### src/hdl/cvd_pkg.sv
// constants, types and helpers shared by the guard and result control block
package cvd_pkg;

    // ==========================================================
    // register map (byte addresses, one 32-bit word each)
    localparam int ADR_W = 8;
    localparam int DAT_W = 32;
    localparam logic [7:0] OFS_GUARD = 8'h00;
    localparam logic [7:0] OFS_CAP = 8'h04;
    localparam logic [7:0] OFS_RES0_HI = 8'h08;
    localparam logic [7:0] OFS_RES0_LO = 8'h0C;
    localparam logic [7:0] OFS_RES1_HI = 8'h10;
    localparam logic [7:0] OFS_RES1_LO = 8'h14;
    localparam logic [7:0] OFS_CTRL = 8'h18;
    localparam logic [7:0] OFS_STATUS = 8'h1C;
    localparam logic [7:0] OFS_TIMING = 8'h20;

    // ==========================================================
    // field positions
    localparam int GRD_B_BIT = 7;
    localparam int GRD_A_BIT = 6;
    localparam int GRD_POL_BIT = 5;
    localparam int CAP_W = 3;
    localparam int CTRL_ON_BIT = 0;
    localparam int CTRL_GO_BIT = 1;
    localparam int CTRL_DSEN_BIT = 2;
    localparam int CTRL_IPEN_BIT = 3;
    localparam int CTRL_JUST_BIT = 4;
    localparam int STAT_PAIR_BIT = 2;
    localparam int TIME_W = 7;
    localparam int TIM_PRE_LSB = 0;
    localparam int TIM_ACQ_LSB = 8;
    localparam int RES_W = 10;

    // ==========================================================
    // reset values and stage codes
    localparam logic [CAP_W-1:0] CAP_RST = 3'h0;
    localparam logic [TIME_W-1:0] TIME_RST = 7'h00;
    localparam logic [1:0] STG_IDLE = 2'h0;
    localparam logic [1:0] STG_PRE = 2'h1;
    localparam logic [1:0] STG_ACQ = 2'h2;
    localparam logic [1:0] STG_CONV = 2'h3;

    typedef enum logic [1:0] {
        SEQ_IDLE,
        SEQ_PRE,
        SEQ_ACQ,
        SEQ_CONV
    } cvd_seq_t;

    typedef struct packed {
        cvd_seq_t stage;
        logic [1:0] stat_stage;
        logic pair;
        logic on;
        logic go;
        logic dsen;
        logic ipen;
        logic just;
        logic grd_b_en;
        logic grd_a_en;
        logic grd_pol;
        logic [CAP_W-1:0] cap;
        logic [TIME_W-1:0] pre;
        logic [TIME_W-1:0] acq;
        logic [RES_W-1:0] res0;
        logic [RES_W-1:0] res1;
        logic start;
        logic grd_a;
        logic grd_b;
        logic grd_a_oe;
        logic grd_b_oe;
    } cvd_state_t;

    typedef struct packed {
        logic ack;
        logic [DAT_W-1:0] dat;
    } cvd_wb_state_t;

    // ==========================================================
    // result byte views; unused positions read as zero
    function automatic logic [7:0] cvd_res_read(input logic [RES_W-1:0] raw,
                                                input logic just, input logic hi);
        logic [7:0] b;
        if (!just) begin
            b = hi ? raw[9:2] : {raw[1:0], 6'h00};
        end else begin
            b = hi ? {6'h00, raw[9:8]} : raw[7:0];
        end
        return b;
    endfunction

    // software write into one byte view; reserved bits are dropped
    function automatic logic [RES_W-1:0] cvd_res_write(input logic [RES_W-1:0] raw,
                                                       input logic just, input logic hi,
                                                       input logic [7:0] b);
        logic [RES_W-1:0] v;
        if (!just) begin
            v = hi ? {b, raw[1:0]} : {raw[9:2], b[7:6]};
        end else begin
            v = hi ? {b[1:0], raw[7:0]} : {raw[9:8], b};
        end
        return v;
    endfunction

endpackage

### src/hdl/cvd_regbus_if.sv
// internal register access path between the bus front end and the core
`timescale 1ns/1ps
interface cvd_regbus_if;
    logic wr;
    logic [7:0] addr;
    logic [7:0] wdata;
    logic [31:0] rdata;
    modport front (output wr, output addr, output wdata, input rdata);
    modport core (input wr, input addr, input wdata, output rdata);
endinterface

### src/hdl/cvd_wb_front.sv
// classic wishbone slave front end: one wait state, registered ack and data
`timescale 1ns/1ps
module cvd_wb_front (
    input wire logic clk_i,
    input wire logic rst_i,
    input wire logic wb_cyc_i,
    input wire logic wb_stb_i,
    input wire logic wb_we_i,
    input wire logic [7:0] wb_adr_i,
    input wire logic [3:0] wb_sel_i,
    input wire logic [31:0] wb_dat_i,
    output logic [31:0] wb_dat_o,
    output logic wb_ack_o,
    cvd_regbus_if.front bus
);
    cvd_pkg::cvd_wb_state_t r, nxt;

    // write commits on the edge where the master samples ack
    assign bus.wr = r.ack & wb_cyc_i & wb_stb_i & wb_we_i & wb_sel_i[0];
    assign bus.addr = wb_adr_i;
    assign bus.wdata = wb_dat_i[7:0];

    always_comb begin
        nxt = r;
        nxt.ack = wb_cyc_i & wb_stb_i & ~r.ack;
        if (wb_cyc_i && wb_stb_i && !r.ack) begin
            nxt.dat = wb_we_i ? 32'h0000_0000 : bus.rdata;
        end
        if (rst_i) begin
            nxt.ack = 1'b0;
            nxt.dat = 32'h0000_0000;
        end
    end

    always_ff @(posedge clk_i) begin
        r <= nxt;
    end

    assign wb_ack_o = r.ack;
    assign wb_dat_o = r.dat;
endmodule

### src/hdl/cvd_stage_timer.sv
// down counter timing the pre-charge and acquisition stages
`timescale 1ns/1ps
module cvd_stage_timer #(
    parameter int W = 7
) (
    input wire logic clk_i,
    input wire logic rst_i,
    input wire logic load_i,
    input wire logic [W-1:0] count_i,
    output logic expired_o
);
    typedef struct packed {
        logic [W-1:0] cnt;
    } cvd_tmr_state_t;

    cvd_tmr_state_t r, nxt;

    if (W < 1 || W > 16) begin : g_bad_width
        $error("stage timer width out of range");
    end

    always_comb begin
        nxt = r;
        if (load_i) begin
            nxt.cnt = count_i;
        end else if (r.cnt != '0) begin
            nxt.cnt = r.cnt - 1'b1;
        end
        if (rst_i) begin
            nxt.cnt = '0;
        end
    end

    always_ff @(posedge clk_i) begin
        r <= nxt;
    end

    // a count of zero or one still gives a single-cycle stage
    assign expired_o = (r.cnt <= W'(1));
endmodule

### src/hdl/cvd_guard_ctrl.sv
// guard ring drive, extra capacitor select and result registers of the cvd sequencer
//
// Decided for this implementation: the register offsets and the Wishbone interface to the registers.
`timescale 1ns/1ps
module cvd_guard_ctrl (
    input wire logic clk_i,
    input wire logic rst_i,
    // ==========================================================
    // wishbone slave
    input wire logic wb_cyc_i,
    input wire logic wb_stb_i,
    input wire logic wb_we_i,
    input wire logic [7:0] wb_adr_i,
    input wire logic [3:0] wb_sel_i,
    input wire logic [31:0] wb_dat_i,
    output logic [31:0] wb_dat_o,
    output logic wb_ack_o,
    // ==========================================================
    // converter core
    output logic conv_start_o,
    input wire logic conv_done_i,
    input wire logic [9:0] conv_result_i,
    // ==========================================================
    // pins and analog controls
    output logic guard_a_pin_o,
    output logic guard_a_oe_o,
    output logic guard_b_pin_o,
    output logic guard_b_oe_o,
    output logic [2:0] extra_cap_select_o,
    output logic converter_on_o,
    output logic [1:0] sequence_stage_o,
    output logic result_pair_indicator_o
);
    cvd_pkg::cvd_state_t r, nxt;
    cvd_regbus_if bus ();
    logic tmr_load;
    logic [cvd_pkg::TIME_W-1:0] tmr_count;
    logic tmr_expired;
    logic pol_eff;
    logic a_level;

    // ==========================================================
    // sub blocks
    cvd_wb_front u_front (
        .clk_i(clk_i),
        .rst_i(rst_i),
        .wb_cyc_i(wb_cyc_i),
        .wb_stb_i(wb_stb_i),
        .wb_we_i(wb_we_i),
        .wb_adr_i(wb_adr_i),
        .wb_sel_i(wb_sel_i),
        .wb_dat_i(wb_dat_i),
        .wb_dat_o(wb_dat_o),
        .wb_ack_o(wb_ack_o),
        .bus(bus.front)
    );

    cvd_stage_timer #(
        .W(cvd_pkg::TIME_W)
    ) u_timer (
        .clk_i(clk_i),
        .rst_i(rst_i),
        .load_i(tmr_load),
        .count_i(tmr_count),
        .expired_o(tmr_expired)
    );

    // ==========================================================
    // register read mux, unmapped addresses read zero
    always_comb begin
        bus.rdata = 32'h0000_0000;
        unique case (bus.addr)
            cvd_pkg::OFS_GUARD: begin
                bus.rdata[cvd_pkg::GRD_B_BIT] = r.grd_b_en;
                bus.rdata[cvd_pkg::GRD_A_BIT] = r.grd_a_en;
                bus.rdata[cvd_pkg::GRD_POL_BIT] = r.grd_pol;
            end
            cvd_pkg::OFS_CAP: begin
                bus.rdata[cvd_pkg::CAP_W-1:0] = r.cap;
            end
            cvd_pkg::OFS_RES0_HI: begin
                bus.rdata[7:0] = cvd_pkg::cvd_res_read(r.res0, r.just, 1'b1);
            end
            cvd_pkg::OFS_RES0_LO: begin
                bus.rdata[7:0] = cvd_pkg::cvd_res_read(r.res0, r.just, 1'b0);
            end
            cvd_pkg::OFS_RES1_HI: begin
                bus.rdata[7:0] = cvd_pkg::cvd_res_read(r.res1, r.just, 1'b1);
            end
            cvd_pkg::OFS_RES1_LO: begin
                bus.rdata[7:0] = cvd_pkg::cvd_res_read(r.res1, r.just, 1'b0);
            end
            cvd_pkg::OFS_CTRL: begin
                bus.rdata[cvd_pkg::CTRL_ON_BIT] = r.on;
                bus.rdata[cvd_pkg::CTRL_GO_BIT] = r.go;
                bus.rdata[cvd_pkg::CTRL_DSEN_BIT] = r.dsen;
                bus.rdata[cvd_pkg::CTRL_IPEN_BIT] = r.ipen;
                bus.rdata[cvd_pkg::CTRL_JUST_BIT] = r.just;
            end
            cvd_pkg::OFS_STATUS: begin
                bus.rdata[cvd_pkg::STAT_PAIR_BIT] = r.pair;
                bus.rdata[1:0] = r.stat_stage;
            end
            cvd_pkg::OFS_TIMING: begin
                bus.rdata[cvd_pkg::TIM_PRE_LSB +: cvd_pkg::TIME_W] = r.pre;
                bus.rdata[cvd_pkg::TIM_ACQ_LSB +: cvd_pkg::TIME_W] = r.acq;
            end
            default: begin
                bus.rdata = 32'h0000_0000;
            end
        endcase
    end

    // ==========================================================
    // sequencer, register writes and pin levels
    always_comb begin
        nxt = r;
        nxt.start = 1'b0;
        tmr_load = 1'b0;
        tmr_count = r.pre;
        pol_eff = 1'b0;
        a_level = 1'b0;

        unique case (r.stage)
            cvd_pkg::SEQ_IDLE: begin
                if (r.go && r.on) begin
                    nxt.stage = cvd_pkg::SEQ_PRE;
                    tmr_load = 1'b1;
                end
            end
            cvd_pkg::SEQ_PRE: begin
                if (tmr_expired) begin
                    nxt.stage = cvd_pkg::SEQ_ACQ;
                    tmr_load = 1'b1;
                    tmr_count = r.acq;
                end
            end
            cvd_pkg::SEQ_ACQ: begin
                if (tmr_expired) begin
                    nxt.stage = cvd_pkg::SEQ_CONV;
                    nxt.start = 1'b1;
                end
            end
            cvd_pkg::SEQ_CONV: begin
                if (conv_done_i) begin
                    if (r.pair) begin
                        nxt.res1 = conv_result_i;
                    end else begin
                        nxt.res0 = conv_result_i;
                    end
                    if (r.dsen && !r.pair) begin
                        // go stays set; the second sample follows at once
                        nxt.pair = 1'b1;
                        nxt.stage = cvd_pkg::SEQ_PRE;
                        tmr_load = 1'b1;
                    end else begin
                        nxt.go = 1'b0;
                        nxt.pair = 1'b0;
                        nxt.stage = cvd_pkg::SEQ_IDLE;
                    end
                end
            end
        endcase

        // a software write lands after the sequencer, so it wins a same-cycle clash
        if (bus.wr) begin
            unique case (bus.addr)
                cvd_pkg::OFS_GUARD: begin
                    nxt.grd_b_en = bus.wdata[cvd_pkg::GRD_B_BIT];
                    nxt.grd_a_en = bus.wdata[cvd_pkg::GRD_A_BIT];
                    nxt.grd_pol = bus.wdata[cvd_pkg::GRD_POL_BIT];
                end
                cvd_pkg::OFS_CAP: begin
                    nxt.cap = bus.wdata[cvd_pkg::CAP_W-1:0];
                end
                cvd_pkg::OFS_RES0_HI: begin
                    nxt.res0 = cvd_pkg::cvd_res_write(r.res0, r.just, 1'b1, bus.wdata);
                end
                cvd_pkg::OFS_RES0_LO: begin
                    nxt.res0 = cvd_pkg::cvd_res_write(r.res0, r.just, 1'b0, bus.wdata);
                end
                cvd_pkg::OFS_RES1_HI: begin
                    nxt.res1 = cvd_pkg::cvd_res_write(r.res1, r.just, 1'b1, bus.wdata);
                end
                cvd_pkg::OFS_RES1_LO: begin
                    nxt.res1 = cvd_pkg::cvd_res_write(r.res1, r.just, 1'b0, bus.wdata);
                end
                cvd_pkg::OFS_CTRL: begin
                    nxt.on = bus.wdata[cvd_pkg::CTRL_ON_BIT];
                    nxt.go = bus.wdata[cvd_pkg::CTRL_GO_BIT] & bus.wdata[cvd_pkg::CTRL_ON_BIT];
                    nxt.dsen = bus.wdata[cvd_pkg::CTRL_DSEN_BIT];
                    nxt.ipen = bus.wdata[cvd_pkg::CTRL_IPEN_BIT];
                    nxt.just = bus.wdata[cvd_pkg::CTRL_JUST_BIT];
                end
                cvd_pkg::OFS_TIMING: begin
                    nxt.pre = bus.wdata[cvd_pkg::TIM_PRE_LSB +: cvd_pkg::TIME_W];
                    nxt.acq = bus.wdata[cvd_pkg::TIM_ACQ_LSB +: cvd_pkg::TIME_W];
                end
                default: begin
                    nxt.go = nxt.go;
                end
            endcase
        end

        // clearing go or switching off aborts the running sequence
        if (!nxt.go || !nxt.on) begin
            nxt.stage = cvd_pkg::SEQ_IDLE;
            nxt.pair = 1'b0;
            nxt.start = 1'b0;
        end

        // controls clear on reset; results are left untouched
        if (rst_i) begin
            nxt.stage = cvd_pkg::SEQ_IDLE;
            nxt.pair = 1'b0;
            nxt.on = 1'b0;
            nxt.go = 1'b0;
            nxt.dsen = 1'b0;
            nxt.ipen = 1'b0;
            nxt.just = 1'b0;
            nxt.grd_b_en = 1'b0;
            nxt.grd_a_en = 1'b0;
            nxt.grd_pol = 1'b0;
            nxt.cap = cvd_pkg::CAP_RST;
            nxt.pre = cvd_pkg::TIME_RST;
            nxt.acq = cvd_pkg::TIME_RST;
            nxt.start = 1'b0;
        end

        unique case (nxt.stage)
            cvd_pkg::SEQ_IDLE: nxt.stat_stage = cvd_pkg::STG_IDLE;
            cvd_pkg::SEQ_PRE: nxt.stat_stage = cvd_pkg::STG_PRE;
            cvd_pkg::SEQ_ACQ: nxt.stat_stage = cvd_pkg::STG_ACQ;
            cvd_pkg::SEQ_CONV: nxt.stat_stage = cvd_pkg::STG_CONV;
        endcase

        // inversion only affects the drive, never the stored polarity bit
        pol_eff = nxt.grd_pol ^ (nxt.pair & nxt.dsen & nxt.ipen);
        // guard A flips once pre-charge ends and stays flipped through conversion
        a_level = (nxt.stage == cvd_pkg::SEQ_ACQ || nxt.stage == cvd_pkg::SEQ_CONV) ?
                  ~pol_eff : pol_eff;
        // drive lasts the whole time the converter is on, idle included
        nxt.grd_a_oe = nxt.on & nxt.grd_a_en;
        nxt.grd_b_oe = nxt.on & nxt.grd_b_en;
        nxt.grd_a = nxt.grd_a_oe & a_level;
        nxt.grd_b = nxt.grd_b_oe & pol_eff;
    end

    always_ff @(posedge clk_i) begin
        r <= nxt;
    end

    // ==========================================================
    // outputs, each straight from a state flop
    assign conv_start_o = r.start;
    assign guard_a_pin_o = r.grd_a;
    assign guard_a_oe_o = r.grd_a_oe;
    assign guard_b_pin_o = r.grd_b;
    assign guard_b_oe_o = r.grd_b_oe;
    assign extra_cap_select_o = r.cap;
    assign converter_on_o = r.on;
    assign sequence_stage_o = r.stat_stage;
    assign result_pair_indicator_o = r.pair;
endmodule

### config.mk
export PLATFORM = sky130hd
export DESIGN_NAME = cvd_guard_ctrl
export DESIGN_NICKNAME = d
export VERILOG_FILES = /design/src/hdl/cvd_pkg.sv /design/src/hdl/cvd_regbus_if.sv /design/src/hdl/cvd_wb_front.sv /design/src/hdl/cvd_stage_timer.sv /design/src/hdl/cvd_guard_ctrl.sv
export SDC_FILE = /design/constraint.sdc
export NUM_CORES = 1
export LEC_CHECK = 0
export ABC_CLOCK_PERIOD_IN_PS = 3070
export BUFFER_PORTS_ARGS = -buffer_cell sky130_fd_sc_hd__buf_2
export CORE_MARGIN = 2
export CORE_UTILIZATION = 30
export DETAILED_ROUTE_END_ITERATION = 10
export GPL_TIMING_DRIVEN = 0
export PLACE_DENSITY = 0.49
export SYNTH_ARGS = -nofsm -noshare
export SYNTH_HDL_FRONTEND = slang
export SYNTH_SLANG_ARGS = --single-unit
### constraint.sdc
create_clock -name clk_i -period 3.07 [get_ports clk_i]
set_input_delay 0.307 -clock clk_i [delete_from_list [all_inputs] [get_ports clk_i]]
set_output_delay 0.307 -clock clk_i [all_outputs]
set_load 0.02 [all_outputs]
; Yosys cells after proc, flatten, opt, wreduce, memory -nomap -nowiden
; Cells that the tools add are included.
[classes]
n_addsub = 1
n_lt_le_gt_ge = 1
eq_ne = 22
mux = 50
bitwise = 17
reduce_logical = 21
[ops]
columns = op, n
row1 = 8-bit 2-to-1 mux, 6
row2 = 45-bit 2-to-1 mux, 1
row3 = 20-bit 2-to-1 mux, 2
row4 = 10-bit case mux with 2 select lines, 2
row5 = 8-bit by 5-bit equality test with 1-bit output (second input constant), 4
row6 = 10-bit 2-to-1 mux, 3
row7 = 7-bit 2-to-1 mux, 4
row8 = 26-bit 2-to-1 mux, 1
row9 = 2-bit case mux with 6 select lines, 2
row10 = 3-bit case mux with 8 select lines, 1
row11 = 8-bit by 4-bit equality test with 1-bit output (second input constant), 2
row12 = 2-bit case mux with 4 select lines, 2
row13 = 1-bit 2-to-1 mux, 14
row14 = 14-bit 2-to-1 mux, 1
row15 = 1-bit bitwise AND, 13
row16 = 2-bit 2-to-1 mux, 6
row17 = 3-bit != test (second input constant), 4
row18 = 2-bit AND reduction, 5
row19 = 3-bit 2-to-1 mux, 3
row20 = 2-bit equality test (second input constant), 4
row21 = 8-bit by 3-bit equality test with 1-bit output (second input constant), 1
row22 = 8-bit by 6-bit equality test with 1-bit output (second input constant), 1
row23 = 8-bit zero test, 1
row24 = 2-bit != test (second input constant), 4
row25 = other kinds (14), 25
[word_totals]
ff_bits = 88
inputBits = 60
out_inout_bits = 45
word_cells = 139

; Longest topological paths before layout
[logic_depth]
word_depth = 17
depth_mapped = 8
mapped_depth_nobuf = 8

; Modules after synthesis
; A second synthesis with hierarchy kept.
[unflattened]
cells_unflattened = 553
hier_area_um2 = 5063.6
[modules_own_cells]
columns = mod, n_inst, cells_per_inst, area_per_inst_um2, seq_area_each_um2
row1 = cvd_guard_ctrl, 1, 337, 2911.5, 1141.1
row2 = cvd_wb_front, 1, 164, 1716.6, 660.6
row3 = cvd_stage_timer, 1, 52, 435.4, 140.1

; Worst setup path after synthesis
; Ideal clock, no wire load.
[synth_timing]
path_kind = register to register
startpoint = register u_front.r (netlist bit u_front.wb_ack_o)
endpoint = register r[17] in the netlist's numbering (data pin)
setup_time_ns = 0.261
t_arrival_ns = 1.935
required_ns = 2.809
setup_slack_ns = 0.874
path_stages_with_launch = 8
path_buffers = 1
synth_period_minus_slack_ns = 2.196
path_cell_list = dfxtp_1 and4_1 and2_1 clkbuf_1 nand2_1 nor2_1 nor2_1 a221o_1
[synth_rtl]
columns = element, line
row1 = "start, declared", cvd_wb_front.sv:16  ; cvd_pkg::cvd_wb_state_t r, nxt;
row2 = "start signal, assigned", cvd_wb_front.sv:36  ; r <= nxt;
row3 = "end signal, assigned", cvd_guard_ctrl.sv:250  ; r <= nxt;
row4 = "end, declared", cvd_guard_ctrl.sv:34  ; cvd_pkg::cvd_state_t r, nxt;

==> impl_metrics.json <==
{
  "ys_ff_latch": 63,
  "pwr-share-clk_pct": 47.6,
  "cts_buffers": 9,
  "antenna_found_initial": 0,
  "wl_microns": 13300,
  "clock-sinks": 63,
  "grt_usage_pct": 19.02,
  "clock_path_buffers": 2,
  "rrSetupSlack_ns": 0.33,
  "synthTopCellsByArea": "dfxtp_1 (22%), edfxtp_1 (15%), mux2i_1 (7.9%)",
  "fin_crit_sh_pct": 89.19,
  "swShare_pct": 24.33,
  "power_leakage_nw": 1.959,
  "rsz0062_at_grt": "no",
  "root_buffer": "clkbuf_16",
  "portBuffers": 49,
  "grt_overflow": 0,
  "status": "finished clean",
  "grt_pass1_wl_microns": 20210,
  "worstPathRequired_ns": 3.15,
  "use_met2_pct": 27.44,
  "power_frac_comb_pct": 8.3,
  "final_util_pct": 37.49,
  "top_usage_layer": "met1",
  "layout-drive-gt1-share_pct": 21.34,
  "setup_viol": 0,
  "rows": 41,
  "drtIter0Drc": 328,
  "clk_pin_slew_ns": 0.05,
  "finalCriticalPeriod_ns": 2.738,
  "nets": 597,
  "yosysMostFrequentCell": "nand2_1",
  "p_seq_share_pct": 44.2,
  "die-area_sq_um": 14110,
  "synth_top_flop_cell": "dfxtp_1",
  "die_w_microns": 118.8,
  "drc_errors": 0,
  "place_congestion": 0.9190,
  "arrival_ns": 2.82,
  "coreArea_sq_um": 12720,
  "max_cap_violations": 0,
  "wl_per_cell_microns": 18.70,
  "via_count": 3715,
  "ios": 105,
  "area_delta_synth_final_pct": 20.67,
  "hold_viol_final": 0,
  "cts_setup_buffers": 0,
  "cts-htree-levels": 3,
  "yosysTopAreaCell": "dfxtp_1",
  "cts_tree": "done",
  "gr-usage-met1_pct": 28.32,
  "whs_ns": 0.3213,
  "async_flop_share_pct": 0,
  "dieHeight_microns": 118.8,
  "p_switching_mw": 0.4723,
  "avgViaCountPerCell": 5.225,
  "rr_worst_depth": 7,
  "nFillCells": 1377,
  "synth_cell_types": 63,
  "final-instance-count-excl-fill": 711,
  "syn_area_sq_um": 3953,
  "grt_use_met3_pct": 3.475,
  "crit_type": "register to register",
  "worstSetupEndpointType": "register",
  "maxSlewHeadroom_pct": 11.88,
  "peakVddDrop_uv": 323.0,
  "fin_skew_ns": 0.003965,
  "postRouteAntennaNets": 0,
  "dp.cells": 696,
  "tightest_slew_ns": 1.310,
  "synth-edff-count": 20,
  "grt_pass1_vias": 3414,
  "diodes": 0,
  "finalPower_mw": 1.941,
  "cts.repair.resized": 0,
  "power_density_nw_per_um2": 407.0,
  "yosys_warnings": 0,
  "grt_max_degree": 11,
  "syn_avg_cell_area_sq_um": 8.745,
  "clock.fmax_mhz": 365.2,
  "cp-start-kind": "register",
  "path_max_fanout": 10,
  "synth_top_area_share_pct": 21.78,
  "hp-class": "input port to register",
  "syn_inst": 452,
  "firstDrtPassIters": 5,
  "min_path_cells": 3,
  "hold_buffers": 0,
  "hpwl_microns": 10270,
  "intPower_mw": 1.469,
  "start_util_pct": 31.07,
  "insertion_delay_ns": 0.34,
  "yosys-top-cells-count": "nand2_1 (54), nor2_1 (45), dfxtp_1 (43), mux2i_1 (31)",
  "drv_slew": 0,
  "yosysSeqAreaShare_pct": 36.97
}
## cell families after synthesis
logic type	after synthesis	share of synthesized area (%)
and+or+nand+nor	183	24.28
AOI/OAI and AO/OA	97	16.49
DFF	63	36.97
buffers and inverters	58	8.610
muxes	40	10.79
xor gates and xnor gates	8	2.121
adders and majority gates	2	0.6330
other	1	0.09488
## flip-flops by register name, indices dropped and copies added (netlist names)
signal and flops:
conv_start_o 1, converter_on_o 1, extra_cap_select_o 3, guard_a_oe_o 1, guard_a_pin_o 1, guard_b_oe_o 1, guard_b_pin_o 1, r 36
result_pair_indicator_o 1, sequence_stage_o 1, u_front.wb_ack_o 1, u_front.wb_dat_o 8, u_timer.r 7
## routing by layer
layer  routed length [microns]  share of wire [%]  vias to the layer above
met3                       959                7.2                       11
met4                       167                1.3                        0
met5                         0                  0                        -
met2                      5700                 43                      162
met1                      6467                 49                     1752
li1                          -                  -                     1790
## through the flow
step	setup slack, ns	setup TNS, ns	area [sq um]
floorplan	0.8741	0	4039
global placement	-0.1130	-0.1130	4499
detailed placement	0.06806	0	4506
CTS	0.3979	0	4770
global route	0.07564	0	4770
finish	0.3319	0	4770
## final timing paths
check / start / endpoint
worst max-delay path: u_front.wb_ack_o / r[18]
worst min-delay path: wb_dat_i[6] / r[38]
worst min register to register: u_front.wb_dat_o[0] / u_front.wb_dat_o[0]
worst max register to register: u_front.wb_ack_o / r[18]
## placed cells by master (no fill, tap or decap), drive strengths merged, types with 6 or more instances in the layout
master / Yosys / layout
nand2: 54 / 54
inv: 5 / 6
o22ai: 7 / 7
nor3: 11 / 11
a221o: 12 / 12
edfxtp: 20 / 20
dfxtp: 43 / 43
o21ai: 14 / 14
mux2: 8 / 8
clkbuf: 14 / 25
mux2i: 32 / 32
a21oi: 30 / 30
buf: 39 / 88
nand3: 27 / 27
nor2: 45 / 45
conb: 1 / 24
## power groups by stage
stage                     registers, mW  clock network, mW  logic (mW)
after floorplan                   0.875                  0      0.0967
after global placement            0.875                  0       0.157
after detailed placement          0.875                  0       0.157
after CTS                         0.857              0.948       0.158
after global routing              0.857              0.982       0.171
final                             0.858              0.923       0.160
## critical path, stage by stage, from the launching register on
cell      delay, ns
dfxtp_1        0.33
and4_1         0.39
and2_1         0.20
clkbuf_1       0.37
nand2_1        0.14
nor2_1         0.62
nor2_1         0.14
a221o_1        0.29
## final cells by class
| type | count | area (sq um) | share of cell area, % |
|---|---|---|---|
| inverter | 5 | 18.77 | 0.3935 |
| clock buffer | 11 | 242.7 | 5.089 |
| multi-input combinational | 354 | 2243 | 47.04 |
| timing repair buffer | 49 | 245.2 | 5.142 |
| buffer | 53 | 321.6 | 6.742 |
| sequential | 63 | 1461 | 30.64 |
| tap | 172 | 215.2 | 4.512 |
| clock inverter | 4 | 21.27 | 0.4460 |
No activity file was read; power rests on OpenSTA's default activity.
